===== src/include/wire_iface_pkg.sv =====
// Contract
// - Four roles: master/slave transmitter and receiver; wire_master_core only takes the two master roles.
// - Direction bit: SDA high reads, low writes.
// - Acknowledge is SDA low; high is not-acknowledge.
// - Every unit is eight bits plus acknowledge.
// - Done flag set suspends all bus activity.
// - Status code sits in upper five bits.
// - Start request sends START, then sets flag.
// - Flag rises after address and acknowledge sampled.
// - Data byte sent, acknowledge sampled, flag rises.
// - SCL held low while done flag set.
// - Writing one clears flag; zero keeps it.
// - STOP sends without setting the done flag.
// - Direction bit selects transmitter or receiver role.
package wire_iface_pkg;

  // --------------------------------------------------------------
  // Timing
  // --------------------------------------------------------------
  localparam int CLK_PERIOD_NS = 4;
  localparam int HALF_BIT_NS   = 5000;
  // Longest half bit, so the count rounds down.
  localparam int HALF_BIT_CYC  = HALF_BIT_NS / CLK_PERIOD_NS;

  // --------------------------------------------------------------
  // Byte framing and status layout
  // --------------------------------------------------------------
  localparam logic [3:0] ACK_BIT_IDX    = 4'h8;
  localparam logic [3:0] DIR_BIT_IDX    = 4'h7;
  localparam int         DIR_BIT        = 0;
  localparam logic       DIR_READ       = 1'b1;
  localparam logic [7:0] STATUS_MASK    = 8'hF8;
  localparam logic [1:0] PRESCALE_RESET = 2'h0;
  localparam logic [7:0] DATA_RESET     = 8'hFF;

  // Status codes, already shifted down by the three low bits.
  localparam logic [4:0] CODE_START       = 5'h01;
  localparam logic [4:0] CODE_RSTART      = 5'h02;
  localparam logic [4:0] CODE_ADDR_W_ACK  = 5'h03;
  localparam logic [4:0] CODE_ADDR_W_NACK = 5'h04;
  localparam logic [4:0] CODE_DATA_ACK    = 5'h05;
  localparam logic [4:0] CODE_DATA_NACK   = 5'h06;
  localparam logic [4:0] CODE_ADDR_R_ACK  = 5'h08;
  localparam logic [4:0] CODE_ADDR_R_NACK = 5'h09;
  localparam logic [4:0] CODE_RX_ACK      = 5'h0A;
  localparam logic [4:0] CODE_RX_NACK     = 5'h0B;
  localparam logic [4:0] CODE_IDLE        = 5'h1F;

  // --------------------------------------------------------------
  // Types
  // --------------------------------------------------------------
  typedef enum logic [3:0] {
    S_IDLE, S_START1, S_START2, S_START3, S_BIT_LO, S_BIT_HI,
    S_HOLD, S_STOP1, S_STOP2, S_STOP3
  } state_type;

  typedef enum logic [2:0] {
    ROLE_NONE, ROLE_MASTER_TX, ROLE_MASTER_RX, ROLE_SLAVE_TX, ROLE_SLAVE_RX
  } role_type;

endpackage


===== src/wire_master_core.sv =====
`timescale 1ns/1ps
module wire_master_core #(
  parameter int HALF_CYC = wire_iface_pkg::HALF_BIT_CYC
) (
  // Clock and reset
  input  wire logic                     clk,
  input  wire logic                     reset_n,
  // Control register write
  input  wire logic                     ctrl_write,
  input  wire logic                     ctrl_flag_clear,
  input  wire logic                     ctrl_start,
  input  wire logic                     ctrl_stop,
  input  wire logic                     ctrl_enable,
  input  wire logic                     ctrl_ack_en,
  input  wire logic [1:0]               ctrl_prescale,
  // Data register write
  input  wire logic                     data_write,
  input  wire logic [7:0]               data_in,
  // Status
  output logic                          op_done,
  output logic                          start_pending,
  output logic                          stop_pending,
  output logic                          write_collision,
  output logic                          bus_owned,
  output logic [7:0]                    wire_status_register,
  output logic [7:0]                    wire_data_register,
  output wire_iface_pkg::role_type      role,
  // Received bytes
  output logic                          rx_valid,
  input  wire logic                     rx_ready,
  output logic [7:0]                    rx_data,
  // Bus pins
  input  wire logic                     scl_in,
  output logic                          scl_out,
  output logic                          scl_oe_n,
  input  wire logic                     sda_in,
  output logic                          sda_out,
  output logic                          sda_oe_n
);
  import wire_iface_pkg::*;

  localparam int CW = $clog2(HALF_CYC);

  if (HALF_CYC < 2) begin : g_chk
    $error("HALF_CYC must be at least 2");
  end

  // ----------------------------------------------------------------
  // Pin synchronisers
  // ----------------------------------------------------------------
  logic scl_meta_r, scl_sync_r, sda_meta_r, sda_sync_r;

  // Two flops per pin; only the second stage is read.
  always_ff @(posedge clk) begin
    if (!reset_n) begin
      scl_meta_r <= 1'b1;
      scl_sync_r <= 1'b1;
      sda_meta_r <= 1'b1;
      sda_sync_r <= 1'b1;
    end else begin
      scl_meta_r <= scl_in;
      scl_sync_r <= scl_meta_r;
      sda_meta_r <= sda_in;
      sda_sync_r <= sda_meta_r;
    end
  end

  // ----------------------------------------------------------------
  // Receive buffer
  // ----------------------------------------------------------------
  logic [7:0] mem_r [2];
  logic [7:0] mem_nxt [2];
  logic       wptr_r, wptr_nxt, rptr_r, rptr_nxt;
  logic [1:0] fcnt_r, fcnt_nxt;
  logic       push, pop, fifo_room;
  logic [7:0] shift_r, shift_nxt;

  assign fifo_room = (fcnt_r != 2'h2);
  assign pop       = rx_valid && rx_ready;

  // Two entries let software drain one byte while the next arrives.
  always_comb begin
    mem_nxt  = mem_r;
    wptr_nxt = wptr_r;
    rptr_nxt = rptr_r;
    if (push) begin
      mem_nxt[wptr_r] = shift_r;
      wptr_nxt        = ~wptr_r;
    end
    if (pop) begin
      rptr_nxt = ~rptr_r;
    end
    fcnt_nxt = 2'(fcnt_r + {1'b0, push} - {1'b0, pop});
  end

  always_ff @(posedge clk) begin
    if (!reset_n) begin
      mem_r[0] <= DATA_RESET;
      mem_r[1] <= DATA_RESET;
      wptr_r   <= 1'b0;
      rptr_r   <= 1'b0;
      fcnt_r   <= 2'h0;
    end else begin
      mem_r  <= mem_nxt;
      wptr_r <= wptr_nxt;
      rptr_r <= rptr_nxt;
      fcnt_r <= fcnt_nxt;
    end
  end

  assign rx_valid = (fcnt_r != 2'h0);
  assign rx_data  = mem_r[rptr_r];

  // ----------------------------------------------------------------
  // Control and bus sequencer
  // ----------------------------------------------------------------
  state_type   state_r, state_nxt;
  role_type    role_r, role_nxt;
  logic [CW-1:0] cnt_r, cnt_nxt;
  logic [3:0]  bit_r, bit_nxt;
  logic [7:0]  data_r, data_nxt;
  logic [4:0]  code_r, code_nxt;
  logic [1:0]  pre_r, pre_nxt;
  logic        done_r, done_nxt, set_ev;
  logic        start_r, start_nxt, stop_r, stop_nxt;
  logic        en_r, en_nxt, acken_r, acken_nxt;
  logic        wcol_r, wcol_nxt, own_r, own_nxt;
  logic        addr_r, addr_nxt, rxb_r, rxb_nxt;
  logic        scl_drv_r, scl_drv_nxt, sda_drv_r, sda_drv_nxt;
  logic        tick, sda_ack;

  assign tick = (cnt_r == CW'(HALF_CYC - 1));

  // Whether SDA is pulled low in a bit cell of the current byte.
  function automatic logic bit_low(input logic [3:0] idx,
                                   input logic [7:0] sh,
                                   input logic rx, input logic ae);
    if (idx == ACK_BIT_IDX) begin
      bit_low = rx && ae;
    end else begin
      bit_low = !rx && !sh[7];
    end
  endfunction

  always_comb begin
    state_nxt = state_r;
    role_nxt  = role_r;
    cnt_nxt   = tick ? '0 : CW'(cnt_r + 1'b1);
    bit_nxt   = bit_r;
    shift_nxt = shift_r;
    data_nxt  = data_r;
    code_nxt  = code_r;
    pre_nxt   = pre_r;
    start_nxt = start_r;
    stop_nxt  = stop_r;
    en_nxt    = en_r;
    acken_nxt = acken_r;
    wcol_nxt  = wcol_r;
    own_nxt   = own_r;
    addr_nxt  = addr_r;
    rxb_nxt   = rxb_r;
    set_ev    = 1'b0;
    push      = 1'b0;
    sda_ack   = !sda_sync_r;
    if (ctrl_write) begin
      start_nxt = ctrl_start;
      stop_nxt  = ctrl_stop;
      en_nxt    = ctrl_enable;
      acken_nxt = ctrl_ack_en;
      pre_nxt   = ctrl_prescale;
    end
    // The data register only takes writes while the flag is up.
    if (data_write) begin
      if (done_r) begin
        data_nxt = data_in;
        wcol_nxt = 1'b0;
      end else begin
        wcol_nxt = 1'b1;
      end
    end
    unique case (state_r)
      S_IDLE: begin
        cnt_nxt = '0;
        if (en_r && !done_r && start_r && scl_sync_r && sda_sync_r) begin
          state_nxt = S_START3;
        end
      end
      S_START1: begin
        if (tick) begin
          state_nxt = S_START2;
        end
      end
      S_START2, S_STOP2: begin
        // A slave holding SCL low delays the high phase; its count restarts.
        if (!scl_sync_r) begin
          cnt_nxt = '0;
        end else if (tick) begin
          state_nxt = (state_r == S_START2) ? S_START3 : S_STOP3;
        end
      end
      S_START3: begin
        if (tick) begin
          set_ev    = 1'b1;
          code_nxt  = own_r ? CODE_RSTART : CODE_START;
          start_nxt = 1'b0;
          own_nxt   = 1'b1;
          addr_nxt  = 1'b1;
          state_nxt = S_HOLD;
        end
      end
      S_HOLD: begin
        cnt_nxt = '0;
        if (!done_r) begin
          if (!en_r) begin
            own_nxt   = 1'b0;
            role_nxt  = ROLE_NONE;
            state_nxt = S_IDLE;
          end else if (stop_r) begin
            state_nxt = S_STOP1;
          end else if (start_r) begin
            state_nxt = S_START1;
          end else begin
            rxb_nxt   = !addr_r && (role_r == ROLE_MASTER_RX);
            shift_nxt = data_r;
            bit_nxt   = '0;
            state_nxt = S_BIT_LO;
          end
        end
      end
      S_BIT_LO: begin
        if (tick) begin
          state_nxt = S_BIT_HI;
        end
      end
      S_BIT_HI: begin
        if (!scl_sync_r) begin
          cnt_nxt = '0;
        end else if (tick && bit_r != ACK_BIT_IDX) begin
          shift_nxt = {shift_r[6:0], sda_sync_r};
          bit_nxt   = 4'(bit_r + 1'b1);
          state_nxt = S_BIT_LO;
        end else if (tick && !(rxb_r && !fifo_room)) begin
          set_ev    = 1'b1;
          state_nxt = S_HOLD;
          addr_nxt  = 1'b0;
          if (addr_r) begin
            if (data_r[DIR_BIT] == DIR_READ) begin
              role_nxt = ROLE_MASTER_RX;
              code_nxt = sda_ack ? CODE_ADDR_R_ACK : CODE_ADDR_R_NACK;
            end else begin
              role_nxt = ROLE_MASTER_TX;
              code_nxt = sda_ack ? CODE_ADDR_W_ACK : CODE_ADDR_W_NACK;
            end
          end else if (rxb_r) begin
            push     = 1'b1;
            data_nxt = shift_r;
            code_nxt = acken_r ? CODE_RX_ACK : CODE_RX_NACK;
          end else begin
            code_nxt = sda_ack ? CODE_DATA_ACK : CODE_DATA_NACK;
          end
        end else if (tick) begin
          // Buffer full: hold the clock high phase until room.
          cnt_nxt = cnt_r;
        end
      end
      S_STOP1: begin
        if (tick) begin
          state_nxt = S_STOP2;
        end
      end
      S_STOP3: begin
        if (tick) begin
          stop_nxt  = 1'b0;
          own_nxt   = 1'b0;
          role_nxt  = ROLE_NONE;
          code_nxt  = CODE_IDLE;
          state_nxt = S_IDLE;
        end
      end
    endcase
    done_nxt = set_ev || (done_r && !(ctrl_write && ctrl_flag_clear));
    scl_drv_nxt = (state_nxt == S_START1) || (state_nxt == S_BIT_LO) ||
                  (state_nxt == S_HOLD) || (state_nxt == S_STOP1);
    unique case (state_nxt)
      S_START3, S_STOP1, S_STOP2: sda_drv_nxt = 1'b1;
      S_HOLD:                     sda_drv_nxt = sda_drv_r;
      S_BIT_LO, S_BIT_HI: sda_drv_nxt = bit_low(bit_nxt, shift_nxt,
                                                 rxb_nxt, acken_nxt);
      default:                    sda_drv_nxt = 1'b0;
    endcase
  end

  always_ff @(posedge clk) begin
    if (!reset_n) begin
      state_r   <= S_IDLE;
      role_r    <= ROLE_NONE;
      cnt_r     <= '0;
      bit_r     <= '0;
      shift_r   <= DATA_RESET;
      data_r    <= DATA_RESET;
      code_r    <= CODE_IDLE;
      pre_r     <= PRESCALE_RESET;
      done_r    <= 1'b0;
      start_r   <= 1'b0;
      stop_r    <= 1'b0;
      en_r      <= 1'b0;
      acken_r   <= 1'b0;
      wcol_r    <= 1'b0;
      own_r     <= 1'b0;
      addr_r    <= 1'b0;
      rxb_r     <= 1'b0;
      scl_drv_r <= 1'b0;
      sda_drv_r <= 1'b0;
    end else begin
      state_r   <= state_nxt;
      role_r    <= role_nxt;
      cnt_r     <= cnt_nxt;
      bit_r     <= bit_nxt;
      shift_r   <= shift_nxt;
      data_r    <= data_nxt;
      code_r    <= code_nxt;
      pre_r     <= pre_nxt;
      done_r    <= done_nxt;
      start_r   <= start_nxt;
      stop_r    <= stop_nxt;
      en_r      <= en_nxt;
      acken_r   <= acken_nxt;
      wcol_r    <= wcol_nxt;
      own_r     <= own_nxt;
      addr_r    <= addr_nxt;
      rxb_r     <= rxb_nxt;
      scl_drv_r <= scl_drv_nxt;
      sda_drv_r <= sda_drv_nxt;
    end
  end

  // ----------------------------------------------------------------
  // Outputs
  // ----------------------------------------------------------------
  // code in upper bits
  assign wire_status_register = {code_r, 1'b0, pre_r};
  assign wire_data_register   = data_r;
  assign op_done              = done_r;
  assign start_pending        = start_r;
  assign stop_pending         = stop_r;
  assign write_collision      = wcol_r;
  assign bus_owned            = own_r;
  assign role                 = role_r;
  assign scl_out              = 1'b0;
  assign sda_out              = 1'b0;
  assign scl_oe_n             = !scl_drv_r;
  assign sda_oe_n             = !sda_drv_r;
endmodule


===== config.mk =====
export PLATFORM = sky130hd
export DESIGN_NAME = wire_master_core
export DESIGN_NICKNAME = d
export VERILOG_FILES = /design/src/include/wire_iface_pkg.sv /design/src/wire_master_core.sv
export SDC_FILE = /design/constraint.sdc
export NUM_CORES = 1
export LEC_CHECK = 0
export BUFFER_PORTS_ARGS = -buffer_cell sky130_fd_sc_hd__clkbuf_2
export CAP_MARGIN = 20
export CORE_MARGIN = 2
export CORE_UTILIZATION = 40
export CTS_CLUSTER_DIAMETER = 80
export CTS_CLUSTER_SIZE = 25
export DETAILED_ROUTE_END_ITERATION = 10
export PLACE_DENSITY = 0.62
export SYNTH_ARGS = -nofsm -noshare
export SYNTH_HDL_FRONTEND = slang
export SYNTH_SLANG_ARGS = --single-unit
export TNS_END_PERCENT = 5

===== constraint.sdc =====
create_clock -name clk -period 2.9 [get_ports clk]
set_input_delay 0.145 -clock clk [delete_from_list [all_inputs] [get_ports clk]]
set_output_delay 0.145 -clock clk [all_outputs]
set_load 0.05 [all_outputs]

# Word-level counts from Yosys, hierarchy flattened
# Cells that the tools add are included.
# totals
output_inout_bits	37
ff_bits	80
wordCells	227
in_bits	22
# op_classes
eq_ne	34
addsub	4
n_lt_le_gt_ge	3
muxes	110
reduce_logical	43
n_bitwise	4
# ops
operator	count
8-bit 2-to-1 mux	18
4-bit 2-to-1 mux	21
11-bit 2-to-1 mux	6
4-bit one-hot mux with 9 select lines	1
1-bit 2-to-1 mux	33
3-bit 2-to-1 mux	11
11-bit one-hot mux with 3 select lines	1
4-bit by 3-bit == test with 1-bit output (second input constant)	8
5-bit 2-to-1 mux	6
2-bit != test (second input constant)	13
16-bit bitwise mux	1
4-bit == test (second input constant)	4
8-bit one-hot mux with 2 select lines	1
5-bit one-hot mux with 3 select lines	1
1-bit logical AND	14
4-bit by 2-bit == test with 1-bit output (second input constant)	3
11-bit by 1-bit adder with 11-bit output (second input constant)	1
11-bit == test (second input constant)	1
5-bit AND reduction	2
1-bit zero test	9
3-bit one-hot mux with 3 select lines	1
3-bit nonzero test	3
8-bit demux with 1-bit select	1
4-bit by 1-bit == test with 1-bit output (second input constant)	2
22 further kinds	36

# Longest topological paths before layout
# Gate-level depths: netlist of the first run.
# logic_depth
word_depth	13
depth_mapped	12
ltp_nobuf	11

# Least setup slack after synthesis of the first run
# OpenSTA, ideal clock, no wires.
# synth_timing
path_type	register to register
start	register cnt_r[3]
end	register cnt_r[10]
setup_ns	0.117
path_buffers	2
stages_incl_launch_ff	10
period_less_slack_ns	2.496
required_ns	2.783
arrival_ns	2.379
setup_slack_ns	0.404
cell_sequence	dfxtp_1 or4b_4 or3_4 buf_6 or3_1 buf_2 and3_4 nand4_1 xor2_1 nor2_1
# synth_between
elab_chain_len	7
word_cells_on_any_way	12
classes_between	add/sub: 1; eq/ne: 2; mux: 7; reduce/logical: 2
# synth_rtl
element	line_no	rtl
from (decl)	wire_master_core.sv:119	logic [CW-1:0] cnt_r, cnt_nxt;
from (signal assigned)	wire_master_core.sv:317	cnt_r <= cnt_nxt;
11-bit by 1-bit adder with 11-bit output or 11-bit == test (tied branches)	wire_master_core.sv:148, wire_master_core.sv:132	
11-bit 2-to-1 mux	wire_master_core.sv:148	cnt_nxt = tick ? '0 : CW'(cnt_r + 1'b1);
11-bit 2-to-1 mux	wire_master_core.sv:261	end else if (tick) begin
11-bit 2-to-1 mux	wire_master_core.sv:242	end else if (tick && !(rxb_r && !fifo_room)) begin
11-bit 2-to-1 mux	wire_master_core.sv:238	end else if (tick && bit_r != ACK_BIT_IDX) begin
11-bit 2-to-1 mux	wire_master_core.sv:236	if (!scl_sync_r) begin
11-bit one-hot mux with 3 select lines	wire_master_core.sv:181	unique case (state_r)
# Parallel ways exist; a longest one is shown, timed or not. The select of a mux whose other input is x is not followed.
# A chain may end at the register's enable or synchronous reset.

# Worst setup path in the final report of the first run
# layout_timing
start	register cnt_r[3]
end	register sda_drv_r
# layout_between
elab_chain_len	9
word_cells_on_any_way	33
classes_between	eq/ne: 8; mux: 19; reduce/logical: 6
# layout_rtl
element	line_no	rtl
11-bit == test *	wire_master_core.sv:132	assign tick = (cnt_r == CW'(HALF_CYC - 1));
1-bit logical AND (on tied branches)	wire_master_core.sv:242, wire_master_core.sv:238	
4-bit 2-to-1 mux or 8-bit 2-to-1 mux (tied branches)	wire_master_core.sv:242, wire_master_core.sv:238	
4-bit 2-to-1 mux or 8-bit 2-to-1 mux (tied branches)	wire_master_core.sv:238, wire_master_core.sv:236	
4-bit 2-to-1 mux or 8-bit one-hot mux with 2 select lines (tied branches)	wire_master_core.sv:236, wire_master_core.sv:181	
4-bit one-hot mux with 9 select lines or 1-bit zero test (tied branches)	wire_master_core.sv:181, wire_master_core.sv:141	
4-bit by 3-bit == test with 1-bit output (tied with other cells)	wire_master_core.sv:284	unique case (state_nxt)
3-bit OR reduction (tied with other cells)	wire_master_core.sv:284	
1-bit one-hot mux with 3 select lines	wire_master_core.sv:284	
to (signal assigned)	wire_master_core.sv:333	sda_drv_r <= sda_drv_nxt;
to (decl)	wire_master_core.sv:129	logic scl_drv_r, scl_drv_nxt, sda_drv_r, sda_drv_nxt;
# Every way passes the cells marked *; elsewhere a longest branch is shown, timed or not. The select of a mux whose other input is x is not followed.

==> results.py, run 1 <==
metrics = {
    "run_status": {
        "status": "completed",
    },
    "finish": {
        "multi_input_area_mm2": 0.00227,
        "area_growth_pct": 15.8,
        "n_antenna_cell": 0,
        "post-route-util_pct": 47.7,
        "ff_latch_area_mm2": 0.00158,
        "nets": 563,
        "n_fill_cell": 989,
        "drive_gt1_share_pct": 21.7,
        "final_cells": 671,
        "finalInstanceArea_mm2": 0.00469,
    },
    "placement": {
        "place_inst": 653,
        "numPortBuffers": 54,
        "placed_cell_area_mm2": 0.00445,
        "hpwl_mm": 7.16,
        "dp_slack_ns": 0.234,
        "gp_congestion": 0.873,
    },
    "sta": {
        "hold_viol_final": 0,
        "max_freq_ghz": 0.372,
        "drv_slew": 0,
        "rsz0062_at_grt": "false",
        "finalCritPeriodShare_pct": 92.6,
        "worst_slack_ns": 0.215,
        "finalSetupViolCount": 0,
        "maxSlewHeadroom_pct": 48.5,
        "fin_crit_ns": 2.68,
        "finClkSkew_ns": 0.0115,
        "tns_ns": 0,
        "worst_slew_pin_slew_ns": 0.772,
    },
    "run": {
        "cap_violations": 0,
    },
    "grt": {
        "grt_pass1_wl_mm": 16.6,
        "grt_overflow_total": 0,
        "grt_pass1_vias": 3325,
        "antenna_found_initial": 0,
        "grt_max_degree": 40,
        "grt_use_total_pct": 18.4,
    },
    "cts": {
        "h-tree-depth": 3,
        "clk_latency_ns": 0.35,
        "cts_buffer_depth": 2,
        "numCtsBuffers": 9,
        "clock-sinks": 79,
        "cts_root_buffer": "clkbuf_8",
        "clk_pin_slew_worst_paths_ns": 0.08,
        "cts_tree": "done",
        "cts_setup_buffers": 0,
    },
    "floorplan": {
        "start_util_pct": 41.2,
        "io_pins": 59,
        "rows": 36,
        "die-area_mm2": 0.0109,
        "fp.dieW_um": 105,
        "die_h_um": 105,
        "fp.coreArea_mm2": 0.00982,
    },
    "hold_path": {
        "worstHoldStart": "ctrl_stop",
        "worstHoldPathType": "primary input to register",
    },
    "setup_path": {
        "start_kind": "register",
        "cp-startpoint": "cnt_r[3]$_SDFFE_PN0P_",
        "reg2reg_to": "sda_drv_r$_SDFFE_PN0P_",
        "cp.required_ns": 3.16,
        "path_class": "register to register",
        "cp-endpoint": "sda_drv_r$_SDFFE_PN0P_",
        "setup.worst_path.end_class": "register",
        "rr_worst_depth": 7,
        "crit_arrival_ns": 2.94,
        "r2r_start": "cnt_r[3]$_SDFFE_PN0P_",
        "crit_fanout": 12,
        "reg2reg_slack_ns": 0.22,
    },
    "synth": {
        "synthArstFlopShare_pct": 0,
        "synth_ff_type": "dfxtp_1",
        "ys_warn_count": 0,
        "synth-seq-cells": 79,
        "netlist_area_mm2": 0.00405,
        "synth-seq-area-share_pct": 39.1,
        "syn-mean-instance-area_um2": 8.47,
        "synth.area.mux_share_pct": 9.40,
        "synth-simple-area-share_pct": 25.0,
        "ys_types": 70,
        "synth_adder_area_share_pct": 2.47,
        "synth_enable_flop_cells": 0,
        "synth_top_family_by_area": "simple AND/OR/NAND/NOR gates",
        "synth-xor-area-share_pct": 3.25,
        "synth_compound_area_share_pct": 15.5,
        "syn_inst": 478,
    },
    "route": {
        "wl_per_cell_um": 14.6,
        "drt-initial-drc-count": 173,
        "drc_errors": 0,
        "drtPass1Iterations": 4,
        "drt-vias-per-instance": 5.24,
        "drt-total-wl_mm": 9.77,
        "final_antenna_net_count": 0,
        "vias": 3517,
    },
    "power": {
        "ir_worst_vdd_mv": 0.239,
        "p_leak_nw": 1.97,
        "p_per_area_mw_per_mm2": 522,
    },
}
flip-flops by register name (all words and copies together) (netlist names), 2 cells and up:
name,count
wire_data_register,8
shift_r,8
code_r,5
cnt_r,11
fcnt_r,2
bit_r,4
pre_r,2
state_r,4
mem_r,16
role,2
cells in the final DEF (no fill, tap or decap), drive strengths merged, types with 7 or more instances in the layout:
master	count
mux2	8
nor3	8
mux2i	29
nand2b	9
a221o	8
inv	14
ha	8
clkbuf	64
nand3	7
xnor2	8
a21oi	31
nand2	71
nor2	54
xor2	7
o21ai	29
and3	7
dfxtp	79
buf	15
repair_timing:
action | in CTS | in global routing
hold buffers | 2 | 0
gates resized for setup | 0 | 0
hold endpoints to repair | 2 | 0
worst min-delay path by stage:
stage | end | slack (ns) | depth (start not counted)
after CTS | stop_pending$_SDFF_PN0_ | 0.02 | 3
after global routing | pre_r[0]$_SDFFE_PN0P_ | 0.04 | 3
after global placement | sda_meta_r$_SDFF_PN1_ | 0.33 | 2
final | stop_pending$_SDFF_PN0_ | 0.03 | 3
after detailed placement | scl_meta_r$_SDFF_PN1_ | 0.33 | 2
after floorplan | scl_meta_r$_SDFF_PN1_ | 0.25 | 1
stage by stage:
step	power, mW	hold WS [ns]
3_3_place_gp	1.55	0.334
4_1_cts	2.47	0.0250
5_1_grt	2.57	0.0408
3_5_place_dp	1.56	0.334
2_1_floorplan	1.47	0.246
6_report	2.45	0.0329
report_power, final:
part / internal [mW] / switching [mW]
Clock: 0.490 / 0.419
Sequential: 1.12 / 0.0530
Combinational: 0.139 / 0.224
Total: 1.75 / 0.696
layer usage:
| layer | vias up | GRT usage, % | share of wire [%] |
|---|---|---|---|
| met5 | - | 0 | 0 |
| met4 | 0 | 6.38 | 1.7 |
| met3 | 15 | 3.12 | 5.0 |
| met2 | 106 | 29.8 | 46 |
| met1 | 1627 | 24.8 | 47 |
| li1 | 1769 | - | - |
cells by family (layout without fill, tap and decap cells):
| logic type | Yosys count | count (layout) |
|---|---|---|
| compound gates | 97 | 97 |
| xor+xnor | 15 | 15 |
| fa+ha+maj | 8 | 8 |
| buf+inv | 43 | 100 |
| flops | 79 | 79 |
| mux | 37 | 37 |
| other cells | 1 | 4 |
| simple gates | 198 | 198 |
final cells by class:
class | count | area share [%]
Clock inverter | 6 | 1.97
Timing Repair Buffer | 71 | 8.59
Sequential cell | 79 | 33.7
Multi-Input combinational cell | 359 | 48.4
Inverter | 13 | 1.04
Clock buffer | 10 | 2.72
Tap cell | 133 | 3.55
cells in the mapped netlist, drive strengths merged, types with 7 or more instances:
master	count	area share, %
mux2	8	2.2
a221o	8	2.0
buf	14	2.5
a21oi	31	3.8
clkbuf	16	1.5
mux2i	29	7.2
nand2b	9	1.4
nand2	71	6.6
o21ai	29	3.6
and3	7	1.3
xnor2	8	1.7
xor2	7	1.5
nor3	8	1.2
dfxtp	79	39
nor2	54	5.0
nand3	7	0.87
ha	8	2.5
inv	13	1.2
worst max-delay path, stage by stage, from the launching register on:
cell and delay [ns]:
dfxtp_1 0.37, or4b_4 0.56, or3_4 0.47, or4_4 0.55, a22oi_2 0.22, a311o_2 0.20
o221ai_2 0.08, nor4_2 0.13
Power figures use the tool's default switching activity.
==> run 2: changes to the inputs <==
- clock period: 2.9 -> 3.4 ns (I/O delays scaled with it)
==> results.py, run 2 (same netlist as run 1, synthesis figures left out) <==
metrics = {
    "floorplan": {
        "fp.dieW_um": 105,
        "fp.coreArea_mm2": 0.00982,
        "die_h_um": 105,
        "start_util_pct": 41.2,
        "die-area_mm2": 0.0109,
        "rows": 36,
        "io_pins": 59,
    },
    "cts": {
        "cts_tree": "done",
        "clock-sinks": 79,
        "clk_pin_slew_worst_paths_ns": 0.08,
        "post_cts_resized": 0,
        "cts_buffer_depth": 2,
        "numCtsBuffers": 9,
        "clk_latency_ns": 0.36,
        "h-tree-depth": 3,
        "cts_root_buffer": "clkbuf_8",
    },
    "placement": {
        "numPortBuffers": 54,
        "hpwl_mm": 7.07,
        "placed_cell_area_mm2": 0.00437,
        "gp_congestion": 0.852,
    },
    "finish": {
        "drive_gt1_share_pct": 19.9,
        "mostFrequentLayoutCell": "dfxtp_1",
        "reg_top3": "mem_r x16, cnt_r x11",
        "final_cell_mix": "79 x dfxtp_1, 70 x nand2_1, 54 x nor2_1, 54 x clkbuf_2, 31 x a21oi_1",
        "finalInstanceArea_mm2": 0.00456,
        "n_antenna_cell": 0,
        "area_growth_pct": 12.7,
        "largest_register_ffs": 16,
        "nets": 552,
        "top_register": "mem_r",
    },
    "sta": {
        "finClkSkew_ns": 0.0137,
        "maxSlewHeadroom_pct": 51.2,
        "rsz0062_at_grt": "false",
        "tns_ns": 0,
        "finalSetupViolCount": 0,
        "worst_slew_pin_slew_ns": 0.731,
        "fin_crit_ns": 2.87,
        "hold_viol_final": 0,
        "max_freq_ghz": 0.348,
        "drv_slew": 0,
        "finalCritPeriodShare_pct": 84.5,
    },
    "route": {
        "dr.max_layer_used": "met4",
        "drt-initial-drc-count": 190,
        "vias": 3486,
        "drtPass1Iterations": 4,
        "final_antenna_net_count": 0,
        "drt-vias-per-instance": 5.28,
        "drt-total-wl_mm": 9.68,
        "wl_met1_mm": 4.68,
        "drc_errors": 0,
        "routed-wl-met3_um": 458,
        "wl_met2_mm": 4.44,
        "wl_per_cell_um": 14.7,
    },
    "setup_path": {
        "rr_worst_depth": 7,
        "cp_slowest_cell": "or4b_4",
        "crit_chain": "or4b_4 -> or3_4 -> nor4_4 -> nand2_2 -> or2_1 -> mux2i_1 -> nand2_1",
        "crit_family": "simple AND/OR/NAND/NOR gates",
        "setup.worst_path.end_class": "register",
        "crit_arrival_ns": 3.10,
        "cpPeakStageDelay_ns": 0.56,
        "cp_num_cells": 7,
        "cp-startpoint": "cnt_r[3]$_SDFFE_PN0P_",
        "critPathBufInv": 0,
        "cp.required_ns": 3.63,
        "r2r_start": "cnt_r[3]$_SDFFE_PN0P_",
        "start_kind": "register",
        "cp-endpoint": "mem_r[12]$_SDFFE_PN1P_",
        "path_class": "register to register",
        "reg2reg_to": "mem_r[12]$_SDFFE_PN1P_",
        "reg2reg_slack_ns": 0.53,
        "crit_fanout": 17,
    },
    "grt": {
        "grt_max_degree": 37,
        "antenna_found_initial": 0,
        "grt_use_total_pct": 18.4,
        "grt_pass1_vias": 3425,
        "grt_overflow_total": 0,
        "grt_pass1_wl_mm": 16.5,
    },
    "power": {
        "swShare_pct": 30.0,
        "p_comb_share_pct": 14.9,
        "p_leak_nw": 1.90,
        "seqPwrFrac_pct": 52.2,
        "clkPwrFrac_pct": 32.8,
        "ir_worst_vdd_mv": 0.157,
        "switchingPower_mw": 0.580,
        "p_int_mw": 1.35,
        "p_per_area_mw_per_mm2": 424,
    },
    "hold_path": {
        "worstHoldPathType": "primary input to register",
    },
    "run_status": {
        "status": "completed",
    },
    "run": {
        "cap_violations": 0,
    },
}
-- run 2: how the worst min path moves through the flow --
stage                      from                       to  slack, ns  cells after the start
floorplan                scl_in    scl_meta_r$_SDFF_PN1_       0.27                      1
CTS                   ctrl_stop  stop_pending$_SDFF_PN0_       0.04                      3
global route        ctrl_enable        en_r$_SDFFE_PN0P_       0.05                      3
global placement         sda_in    sda_meta_r$_SDFF_PN1_       0.36                      2
finish                ctrl_stop  stop_pending$_SDFF_PN0_       0.05                      3
detailed placement       sda_in    sda_meta_r$_SDFF_PN1_       0.36                      2
-- run 2: power groups by stage --
| stage | clock network (mW) | registers [mW] | logic (mW) |
|---|---|---|---|
| floorplan | 0 | 1.01 | 0.249 |
| global placement | 0 | 1.03 | 0.285 |
| detailed placement | 0 | 1.03 | 0.289 |
| CTS | 0.658 | 1.01 | 0.291 |
| global route | 0.698 | 1.02 | 0.315 |
| finish | 0.635 | 1.01 | 0.289 |
-- run 2: tightest hold or removal path, cell delays in order --
cell	delay [ns]
clkbuf_2	0.07
mux2i_1	0.06
nor2_1	0.07
-- run 2: through the flow --
| step | util, % | total power, mW | std cells | hold WS [ns] | setup WS (ns) |
|---|---|---|---|---|---|
| 3_3_place_gp | 44.5 | 1.31 | 642 | 0.362 | 0.613 |
| 4_1_cts | 46.4 | 1.96 | 660 | 0.0377 | 0.527 |
| 3_5_place_dp | 44.5 | 1.32 | 642 | 0.359 | 0.531 |
| 6_report | 46.4 | 1.93 | 660 | 0.0453 | 0.526 |
| 2_1_floorplan | - | 1.26 | 481 | 0.271 | 0.904 |
| 5_1_grt | 46.4 | 2.03 | 660 | 0.0470 | 0.331 |
-- run 2: routing by layer --
layer | vias to the layer above | track usage [%]
li1 | 1750 | -
met4 | 0 | 7.43
met5 | - | 0
met1 | 1629 | 24.7
met3 | 10 | 4.37
met2 | 97 | 28.2
-- run 2: cell type report --
type                       instances  area [um^2]
clock buffer                      12          145
multi-input combinational        359         2270
sequential                        79         1580
inverter                          13         48.8
clock inverter                     4         30.0
fill                             970         5260
tap                              133          166
timing repair buffer              60          320
-- run 2: repair_timing --
item,CTS,global route
hold buffers,2,0
buffers inserted,0,0
endpoints found under the hold margin,2,0
